## src/ssc_pkg.sv

```systemverilog
// shared constants and types for the supply-section serial control block
package ssc_pkg;
   // ----------------------------------------------------------------
   // system register layout
   // ----------------------------------------------------------------
   localparam int        SSC_BIT_PULSED_LIMIT = 7;
   localparam int        SSC_BIT_TX_OUTPUT    = 6;
   localparam int        SSC_BIT_TONE_FORCE   = 5;
   localparam int        SSC_BIT_LINE_LOSS    = 4;
   localparam int        SSC_BIT_HIGH_VOLT    = 3;
   localparam int        SSC_BIT_POWER_EN     = 2;
   localparam int        SSC_BIT_OVER_TEMP    = 1;
   localparam int        SSC_BIT_OVERLOAD     = 0;
   localparam logic [7:0] SSC_REG_RESET       = 8'h00;
   localparam logic [5:0] SSC_CTRL_RESET      = 6'h00;

   // ----------------------------------------------------------------
   // bus addressing
   // ----------------------------------------------------------------
   localparam logic [6:0] SSC_ADDR_BASE       = 7'h08;
   localparam logic       SSC_DIR_READ        = 1'b1;

   // ----------------------------------------------------------------
   // timing
   // ----------------------------------------------------------------
   localparam longint    SSC_CLK_HZ           = 25_000_000;
   localparam longint    SSC_T_OFF_MS         = 900;
   localparam longint    SSC_T_ON_DIV         = 10;
   localparam int        SSC_T_OFF_CYC        = int'((SSC_T_OFF_MS * SSC_CLK_HZ) / 1000);
   localparam int        SSC_T_ON_CYC         = int'((SSC_T_OFF_MS * SSC_CLK_HZ)
                                                     / (1000 * SSC_T_ON_DIV));
   localparam int        SSC_TMR_W            = 25;

   // ----------------------------------------------------------------
   // state types
   // ----------------------------------------------------------------
   typedef enum logic [2:0] {
      SSC_IDLE, SSC_ADDR, SSC_ADDR_ACK, SSC_WR_DATA, SSC_WR_ACK, SSC_RD_DATA, SSC_RD_ACK
   } ssc_bus_st_t;

   typedef enum logic [1:0] {
      SSC_PL_NORMAL, SSC_PL_OFF, SSC_PL_RETRY
   } ssc_pl_st_t;

   // outputs toward the analog power section
   typedef struct packed {
      logic       power_on;
      logic [1:0] level;
      logic       tone_on;
      logic       transmit_supply_out;
      logic       receive_supply_out;
      logic       static_clamp;
   } ssc_pwr_t;

   typedef struct packed {
      logic                 scl_q;
      logic                 sda_q;
      ssc_bus_st_t          st;
      logic [2:0]           cnt;
      logic [7:0]           shift;
      logic                 rw;
      logic                 seen;
      logic                 mack;
      logic                 drv;
      logic [5:0]           ctrl;
      logic                 over_temp_flag;
      logic                 overload_flag;
      ssc_pl_st_t           pl_st;
      logic [SSC_TMR_W-1:0] tmr;
      ssc_pwr_t             pwr;
   } ssc_state_t;
endpackage : ssc_pkg

```

## src/ssc_i2c_control.sv

```systemverilog
// serial control slave, system register and protection sequencing of one supply section
`timescale 1ns/10ps

// Functional notes
// [RULE1] start is SDA falling with SCL high; stop is SDA rising with SCL high
// [RULE2] each byte is eight bits MSB first, then one acknowledge slot
// [RULE3] addressed device pulls SDA low through the ninth clock of each received byte
// [RULE4] no acknowledge while supply is under the lockout threshold
// [RULE5] master may stop after a missing acknowledge to abort
// [RULE6] master may ignore acknowledge and just clock one extra pulse
// [RULE7] transaction: start, address 10h write or 11h read, data byte, stop
// [RULE8] one data byte with acknowledge sits between address and stop
// [RULE9] register bits: limit mode, tx select, tone, line loss, voltage, enable, flags
// [RULE10] every register bit is zero after power-on
// [RULE11] write direction updates upper six bits; flag bits ignore writes
// [RULE12] line loss and voltage select choose one of four output levels
// [RULE13] tone follows key pin unless tone force bit keeps it on
// [RULE14] tx select clear enables receive output, set enables transmit output with tone
// [RULE15] limit mode bit zero is pulsed protection, one is static clamp
// [RULE16] read direction shifts register out MSB first after address acknowledge
// [RULE17] master acknowledge requests another read byte; not-acknowledge ends read
// [RULE18] read returns upper six bits exactly as last written
// [RULE19] flags show over-temperature shutdown and triggered overload protection
// [RULE20] under lockout the bus is ignored and register held at zero
// [RULE21] slave address 0001000 with strap low; strap picks one of four
// [RULE22] host sets tx select only while a tone transmission runs
// [RULE23] power enable clear puts the section in standby whatever else is set
// [RULE24] pulsed mode: overload shuts output for off time, retries a tenth, flag clears
// [RULE25] static mode: overload flag follows the clamp condition
// [RULE26] SDA sampled on SCL rise; own drive changes only while SCL is low
module ssc_i2c_control #(
   parameter int T_OFF_CYC = ssc_pkg::SSC_T_OFF_CYC,
   parameter int T_ON_CYC  = ssc_pkg::SSC_T_ON_CYC
) (
   input  wire logic            clk_sys,
   input  wire logic            resetn,
   input  wire logic            undervoltage_lockout,
   input  wire logic [1:0]      addr_strap,
   input  wire logic            scl_in,
   input  wire logic            sda_in,
   output logic                 sda_out,
   output logic                 sda_oe_n,
   input  wire logic            tone_key_in,
   input  wire logic            over_temp_in,
   input  wire logic            overload_in,
   output ssc_pkg::ssc_pwr_t    pwr,
   output logic [7:0]           supply_control_status
);
   import ssc_pkg::*;

   // ----------------------------------------------------------------
   // elaboration checks
   // ----------------------------------------------------------------
   if (T_OFF_CYC < 1 || T_ON_CYC < 1 || T_OFF_CYC >= (1 << SSC_TMR_W)
       || T_ON_CYC >= (1 << SSC_TMR_W)) begin : g_bad_timing
      $error("protection times must fit the timer and be at least one cycle");
   end

   localparam logic [SSC_TMR_W-1:0] OFF_LAST = SSC_TMR_W'(T_OFF_CYC - 1);
   localparam logic [SSC_TMR_W-1:0] ON_LAST  = SSC_TMR_W'(T_ON_CYC - 1);

   ssc_state_t s;
   ssc_state_t next_s;
   logic [6:0] my_addr;
   logic       scl_rise;
   logic       scl_fall;
   logic       start_c;
   logic       stop_c;
   logic [7:0] in_byte;
   logic [7:0] reg_view;

   // ----------------------------------------------------------------
   // strap capture
   // ----------------------------------------------------------------
   // strap pins are sampled by the first clock after reset; the reset itself only clears the copy to zero
   logic [1:0] strap;
   logic       strap_done;
   always_ff @(posedge clk_sys or negedge resetn) begin
      if (!resetn) begin
         strap      <= 2'h0;
         strap_done <= 1'b0;
      end else if (!strap_done) begin
         strap      <= addr_strap;
         strap_done <= 1'b1;
      end
   end
   assign my_addr = SSC_ADDR_BASE | {5'h00, strap}; // [RULE21]

   // ----------------------------------------------------------------
   // bus conditions
   // ----------------------------------------------------------------
   // pins are synchronous, so one stage of history is enough for edges
   assign scl_rise = scl_in && !s.scl_q;
   assign scl_fall = !scl_in && s.scl_q;
   assign start_c  = scl_in && s.scl_q && s.sda_q && !sda_in; // [RULE1]
   assign stop_c   = scl_in && s.scl_q && !s.sda_q && sda_in; // [RULE1]
   assign in_byte  = {s.shift[6:0], sda_in};                  // [RULE2]
   assign reg_view = {s.ctrl, s.over_temp_flag, s.overload_flag};                  // [RULE9] [RULE18]

   // ----------------------------------------------------------------
   // next state
   // ----------------------------------------------------------------
   always_comb begin
      next_s       = s;
      next_s.scl_q = scl_in;
      next_s.sda_q = sda_in;

      // serial protocol engine
      if (start_c) begin
         next_s.st  = SSC_ADDR;
         next_s.cnt = 3'h0;
         next_s.drv = 1'b0;
      end else if (stop_c) begin
         next_s.st  = SSC_IDLE;
         next_s.drv = 1'b0;
      end else begin
         unique case (s.st)
            SSC_IDLE: begin
               next_s.drv = 1'b0;
            end
            SSC_ADDR, SSC_WR_DATA: begin
               if (scl_rise) begin
                  next_s.shift = in_byte;                   // [RULE26]
                  next_s.cnt   = s.cnt + 3'h1;
                  if (s.cnt == 3'h7) begin
                     if (s.st == SSC_WR_DATA) begin
                        next_s.ctrl = in_byte[7:2];         // [RULE11]
                        next_s.st   = SSC_WR_ACK;           // [RULE8]
                     end else if (in_byte[7:1] == my_addr) begin
                        next_s.rw = in_byte[0];             // [RULE7]
                        next_s.st = SSC_ADDR_ACK;
                     end else begin
                        next_s.st = SSC_IDLE;
                     end
                  end
               end
            end
            SSC_ADDR_ACK, SSC_WR_ACK: begin
               if (scl_fall) begin
                  if (!s.drv) begin
                     next_s.drv = 1'b1;                     // [RULE3]
                  end else begin
                     next_s.cnt = 3'h0;
                     if (s.st == SSC_ADDR_ACK && s.rw == SSC_DIR_READ) begin
                        next_s.shift = reg_view;            // [RULE16]
                        next_s.drv   = !reg_view[7];
                        next_s.st    = SSC_RD_DATA;
                     end else begin
                        next_s.drv = 1'b0;                  // [RULE26]
                        next_s.st  = SSC_WR_DATA;
                     end
                  end
               end
            end
            SSC_RD_DATA: begin
               if (scl_rise) begin
                  next_s.cnt = s.cnt + 3'h1;
                  if (s.cnt == 3'h7) begin
                     next_s.st   = SSC_RD_ACK;
                     next_s.seen = 1'b0;
                  end
               end else if (scl_fall) begin
                  next_s.shift = {s.shift[6:0], 1'b0};      // [RULE16]
                  next_s.drv   = !s.shift[6];
               end
            end
            SSC_RD_ACK: begin
               if (scl_rise) begin
                  next_s.mack = !sda_in;
                  next_s.seen = 1'b1;
               end else if (scl_fall) begin
                  if (!s.seen) begin
                     next_s.drv = 1'b0;                     // [RULE26]
                  end else if (s.mack) begin
                     next_s.shift = reg_view;               // [RULE17]
                     next_s.drv   = !reg_view[7];
                     next_s.cnt   = 3'h0;
                     next_s.st    = SSC_RD_DATA;
                  end else begin
                     next_s.st = SSC_IDLE;                  // [RULE17]
                  end
               end
            end
            default: begin
               next_s.st  = SSC_IDLE;
               next_s.drv = 1'b0;
            end
         endcase
      end

      // diagnostic flags
      next_s.over_temp_flag = over_temp_in;                            // [RULE19]
      if (s.ctrl[SSC_BIT_PULSED_LIMIT - 2]) begin
         next_s.pl_st = SSC_PL_NORMAL;
         next_s.tmr   = '0;
         next_s.overload_flag   = overload_in;                        // [RULE25]
      end else begin
         // pulsed protection sequencer; the timer keeps dissipation low in a short
         unique case (s.pl_st)
            SSC_PL_NORMAL: begin
               next_s.tmr = '0;
               if (overload_in) begin
                  next_s.pl_st = SSC_PL_OFF;                // [RULE24]
                  next_s.overload_flag   = 1'b1;
               end
            end
            SSC_PL_OFF: begin
               next_s.overload_flag = 1'b1;
               next_s.tmr = s.tmr + SSC_TMR_W'(1);
               if (s.tmr == OFF_LAST) begin
                  next_s.tmr   = '0;
                  next_s.pl_st = SSC_PL_RETRY;
               end
            end
            SSC_PL_RETRY: begin
               next_s.tmr = s.tmr + SSC_TMR_W'(1);
               if (overload_in) begin
                  // retry ended early would hide a hard short, so restart the off time
                  next_s.tmr   = '0;
                  next_s.pl_st = SSC_PL_OFF;                // [RULE24]
               end else if (s.tmr == ON_LAST) begin
                  next_s.tmr   = '0;
                  next_s.overload_flag   = 1'b0;                      // [RULE24]
                  next_s.pl_st = SSC_PL_NORMAL;
               end
            end
            default: begin
               next_s.pl_st = SSC_PL_NORMAL;
               next_s.tmr   = '0;
            end
         endcase
      end

      // power section controls, registered
      next_s.pwr.power_on = s.ctrl[SSC_BIT_POWER_EN - 2] && !s.over_temp_flag
                            && (s.pl_st != SSC_PL_OFF);      // [RULE23]
      next_s.pwr.level    = {s.ctrl[SSC_BIT_LINE_LOSS - 2],
                             s.ctrl[SSC_BIT_HIGH_VOLT - 2]}; // [RULE12]
      next_s.pwr.tone_on  = s.ctrl[SSC_BIT_POWER_EN - 2]
                            && (s.ctrl[SSC_BIT_TONE_FORCE - 2] || tone_key_in); // [RULE13]
      next_s.pwr.transmit_supply_out = s.ctrl[SSC_BIT_POWER_EN - 2]
                                       && s.ctrl[SSC_BIT_TX_OUTPUT - 2];  // [RULE14]
      next_s.pwr.receive_supply_out  = s.ctrl[SSC_BIT_POWER_EN - 2]
                                       && !s.ctrl[SSC_BIT_TX_OUTPUT - 2]; // [RULE14]
      next_s.pwr.static_clamp = s.ctrl[SSC_BIT_PULSED_LIMIT - 2];        // [RULE15]

      // lockout silences the bus and clears the register
      if (undervoltage_lockout) begin
         next_s.st   = SSC_IDLE;                            // [RULE20]
         next_s.drv  = 1'b0;                                // [RULE4]
         next_s.ctrl = SSC_CTRL_RESET;
         next_s.overload_flag  = 1'b0;
         next_s.over_temp_flag  = 1'b0;
         next_s.pl_st = SSC_PL_NORMAL;
         next_s.tmr   = '0;
         next_s.pwr   = '0;
      end
   end

   // ----------------------------------------------------------------
   // state register
   // ----------------------------------------------------------------
   always_ff @(posedge clk_sys or negedge resetn) begin
      if (!resetn) begin
         s       <= '0;                                     // [RULE10]
         s.scl_q <= 1'b1;
         s.sda_q <= 1'b1;
      end else begin
         s <= next_s;
      end
   end

   // open-drain: only ever pull low
   assign sda_out               = 1'b0;
   assign sda_oe_n              = !s.drv;
   assign pwr                   = s.pwr;
   assign supply_control_status = reg_view;
endmodule : ssc_i2c_control

```

## config.mk

```make
export PLATFORM = sky130hd
export DESIGN_NAME = ssc_i2c_control
export DESIGN_NICKNAME = d
export VERILOG_FILES = /design/src/ssc_pkg.sv /design/src/ssc_i2c_control.sv
export SDC_FILE = /design/constraint.sdc
export NUM_CORES = 1
export LEC_CHECK = 0
export BUFFER_PORTS_ARGS = -buffer_cell sky130_fd_sc_hd__buf_2
export CAP_MARGIN = 20
export CORE_UTILIZATION = 50
export DETAILED_ROUTE_END_ITERATION = 7
export MAX_ROUTING_LAYER = met4
export PLACE_DENSITY = 0.68
export SYNTH_ARGS = -nofsm -noshare
export SYNTH_HDL_FRONTEND = slang
export SYNTH_SLANG_ARGS = --single-unit
```

## constraint.sdc

```tcl
create_clock -name clk_sys -period 2.7 [get_ports clk_sys]
set_clock_uncertainty 0.2 [all_clocks]
set_input_delay 0.54 -clock clk_sys [delete_from_list [all_inputs] [get_ports clk_sys]]
set_output_delay 0.54 -clock clk_sys [all_outputs]
set_load 0.01 [all_outputs]
```

==> flow_summary_export.csv <==
group,metric,value,unit
outcome,status,"completed",
clocking,cts_tree,"built",
detailed_routing,drc_errors,0,
clocking,cts.sink_count,64,
pwr,power_switching_share,0.242,
clocking,cts.repair.resized,0,
detailed_routing,first_pass_iters,4,
pwr,power.switching,520,uW
clocking,cts.htree.levels,3,
setup_path,critPathRequiredTime,2.73,ns
sta,slew_viol_final,0,
sta,fin_crit_sh,0.922,
final_layout,drive_above_1_share,0.199,
final_layout,final_area,4030,um^2
yosys,ys_seq_area_frac,0.439,
yosys,synth_top_area_share,0.425,
yosys,synth_xor_xnor_area_share,0.0624,
flow_run,cap_violations,0,
yosys,synth_cells,374,
yosys,synthTopCellsByArea,"dfrtp_1 42%, nor2_1 5.1%, xnor2_1 4.8%",
yosys,synthArstFlopShare,1.00,
clocking,cts_made_buffers,9,
yosys,synth_mux_area_frac,0.0624,
yosys,ys_ff_latch,64,
die,start_util,0.529,
sta,finalCriticalPeriod,2.49,ns
detailed_routing,ant_nets,0,
sta,fmax,0.402,GHz
sta,rsz0062_at_grt,"false",
placement,io_buffers,25,
global_route,antenna_found_initial,0,
die,core-area,6910,um^2
setup_path,critPathArrivalTime,2.52,ns
global_route,grt_usage,0.223,
detailed_routing,viasPerCell,5.60,
sta,finalSetupViolCount,0,
detailed_routing,dr_total_vias,2762,
pwr,p_int,1620,uW
final_layout,postLayoutCoreUtil,0.583,
yosys,syn-num-nets,391,
clocking,cts_root_buf,"clkbuf_8",
yosys,synth_cell_type_count,60,
yosys,syn_avg_cell_area,9.77,um^2
yosys,synth.cell_area,3650,um^2
setup_path,critical_path_class,"flop to flop",
yosys,synth-compound-area-share,0.125,
clocking,cts-hold-fix-buffers,0,
clocking,clockBufferDepth,2,
setup_path,crit_path_end_kind,"flop",
pwr,clkPwrFrac,0.427,
yosys,synth_top_family_by_area,"simple AND/OR/NAND/NOR gates",
die,die_w,87.5,um
global_route,grt_pass1_vias,2491,
final_layout,area_delta_synth_final,10.2,%
sta,hold_slack,0.0140,ns
final_layout,num_antenna_cells,0,
detailed_routing,routedWlPerCell,15.1,um
setup_path,worstPathMaxFanout,6,
die,ioPinCount,27,
final_layout,fin_nets,409,
die,die_area,7650,um^2
clocking,clock_latency,0.35,ns
clocking,cts.clk_slew.worst_paths,0.07,ns
sta,max_slew_margin,0.511,
clocking,cts_setup_buffers,0,
yosys,synthSimpleGateAreaFrac,0.217,
pwr,seqPwrFrac,0.473,
global_route,grt_start_max_net_pins,38,
die,rows,30,
placement,gp_congestion,0.905,
yosys,synth-edff-count,0,
pwr,p_per_area,533,nW/um^2
sta,fin_setup_tns,0,ns
min_path,hold_class,"primary input to asynchronous set/reset pin",
pwr,vdd_ir_drop_max,0.220,mV
final_layout,nFillCells,641,
sta,tightest_slew,0.729,ns
pwr,comb_power_share,0.100,
yosys,synth_top_cell_by_area,"dfrtp_1",
sta,hold_violations,0,
die,chipHeight,87.5,um
yosys,yosys.area_share.adder,0.0240,
setup_path,startpoint_type,"flop",
placement,place_area,3800,um^2
global_route,grt_first_pass_wirelength,12600,um
detailed_routing,wl,7460,um
yosys,yosysWarnings,0,
pwr,p_leak,0.00171,uW
detailed_routing,drt-initial-drc-count,124,
placement,dp_hpwl,5270,um
global_route,grt-ovfl-total,0,
yosys,synth-main-ff-cell,"dfrtp_1",
final_layout,fin_cells,493,
placement,place_inst,477,
-- layer usage --
metal / GRT usage / share of wire / vias up / wire length [um]
met4: 0.0939 / 0.018 / 0 / 137
met3: 0.0379 / 0.050 / 14 / 375
li1: - / - / 1342 / -
met2: 0.299 / 0.43 / 78 / 3220
met1: 0.328 / 0.50 / 1328 / 3720
met5: - / 0 / - / 0
-- stage by stage --
stage / setup WS [ns] / total power [uW]
floorplan: 0.370 / 1190
global route: 0.0330 / 2230
finish: 0.210 / 2140
CTS: 0.225 / 2170
global placement: 0.318 / 1240
detailed placement: 0.235 / 1250
-- flip-flops by register name, summed over array words and instances, names as in the netlist --
signal,count
s,39
supply_control_status,8
in_byte,7
pwr,7
strap,2
strap_done,1
-- final cells by class --
| type | count | area (um^2) | share of cell area |
|---|---|---|---|
| repair buffers | 36 | 233 | 0.0578 |
| multi-input cells | 268 | 1800 | 0.447 |
| flip-flops and latches | 64 | 1600 | 0.399 |
| well taps | 96 | 120 | 0.0298 |
| clock buffers | 11 | 141 | 0.0351 |
| clock inverters | 5 | 80.1 | 0.0199 |
| inverters | 13 | 48.8 | 0.0121 |
-- critical path, cell delays in order (launching register included) --
cell	delay, ns
dfrtp_1	0.45
nor4b_1	0.45
nand4_1	0.25
o41ai_1	0.64
a21oi_1	0.15
a41o_2	0.25
-- synth_stat cells, types with 2 or more instances --
library cell and count:
nand2b_1 5, a21o_1 3, and3_1 4, a22o_1 6, o21ai_0 12, o41ai_1 2
a21oi_1 16, and4_1 2, nand2_1 23, xor2_1 6, nor4_1 4, o21ba_2 2
mux2_2 14, nor2b_1 12, dfstp_2 2, conb_1 2, nor4b_1 3, o22ai_1 2
a41o_1 2, nand4_1 6, mux2i_1 7, clkbuf_1 8, nor3_1 12, ha_1 7
dfrtp_1 62, buf_8 2, and3b_1 2, inv_1 13, xnor2_1 20, buf_4 16
nand3_1 13, nor2_1 50, buf_2 2, a211oi_1 4, nor4bb_1 3
-- path summary, 6_finish.rpt --
kind	endpoint	slack (ns)	startpoint	cells past startpoint
max in group asynchronous	supply_control_status[5]	1.66	resetn	2
worst min register to register	pwr[6]	0.28	supply_control_status[1]	1
worst min-delay path	s[19]	0.01	resetn	1
min in group clk_sys	s[61]	0.13	scl_in	1
worst max register to register	s[32]	0.21	s[12]	5
worst max-delay path	s[32]	0.21	s[12]	5
-- cell usage in the layout, fill, tap and decap left out, types with 3 or more instances in the layout --
master | synthesis | routed
nor2_1 | 50 | 50
a21oi_1 | 16 | 16
buf_4 | 16 | 9
nor3_1 | 12 | 12
inv_1 | 13 | 13
nand3_1 | 13 | 13
clkbuf_8 | 0 | 10
ha_1 | 7 | 7
a21o_1 | 3 | 3
nor2b_1 | 12 | 12
xor2_1 | 6 | 6
a211oi_1 | 4 | 4
nor4b_1 | 3 | 3
o21ai_0 | 12 | 12
dfrtp_1 | 62 | 62
nand2_1 | 23 | 23
mux2i_1 | 7 | 7
nor4_1 | 4 | 4
nand4_1 | 6 | 6
buf_2 | 2 | 25
nor4bb_1 | 3 | 3
mux2_2 | 14 | 14
nand2b_1 | 5 | 5
and3_1 | 4 | 4
a22o_1 | 6 | 6
xnor2_1 | 20 | 20
-- cell families (layout without fill, tap and decap cells) --
kind of cell	after synthesis	count (layout)
AOI/OAI and AO/OA	62	62
xor gates and xnor gates	26	26
adders and majority gates	7	7
buffers and inverters	42	65
DFF	64	64
muxes	21	21
other	2	2
and+or+nand+nor	150	150
-- power groups by stage --
stage	clock (uW)	combinational (uW)	sequential, uW
after detailed placement	0	217	1030
final	915	215	1010
after floorplan	0	162	1020
after CTS	939	217	1010
after global routing	968	239	1020
after global placement	0	212	1030
(Power assumes the default switching activity.)
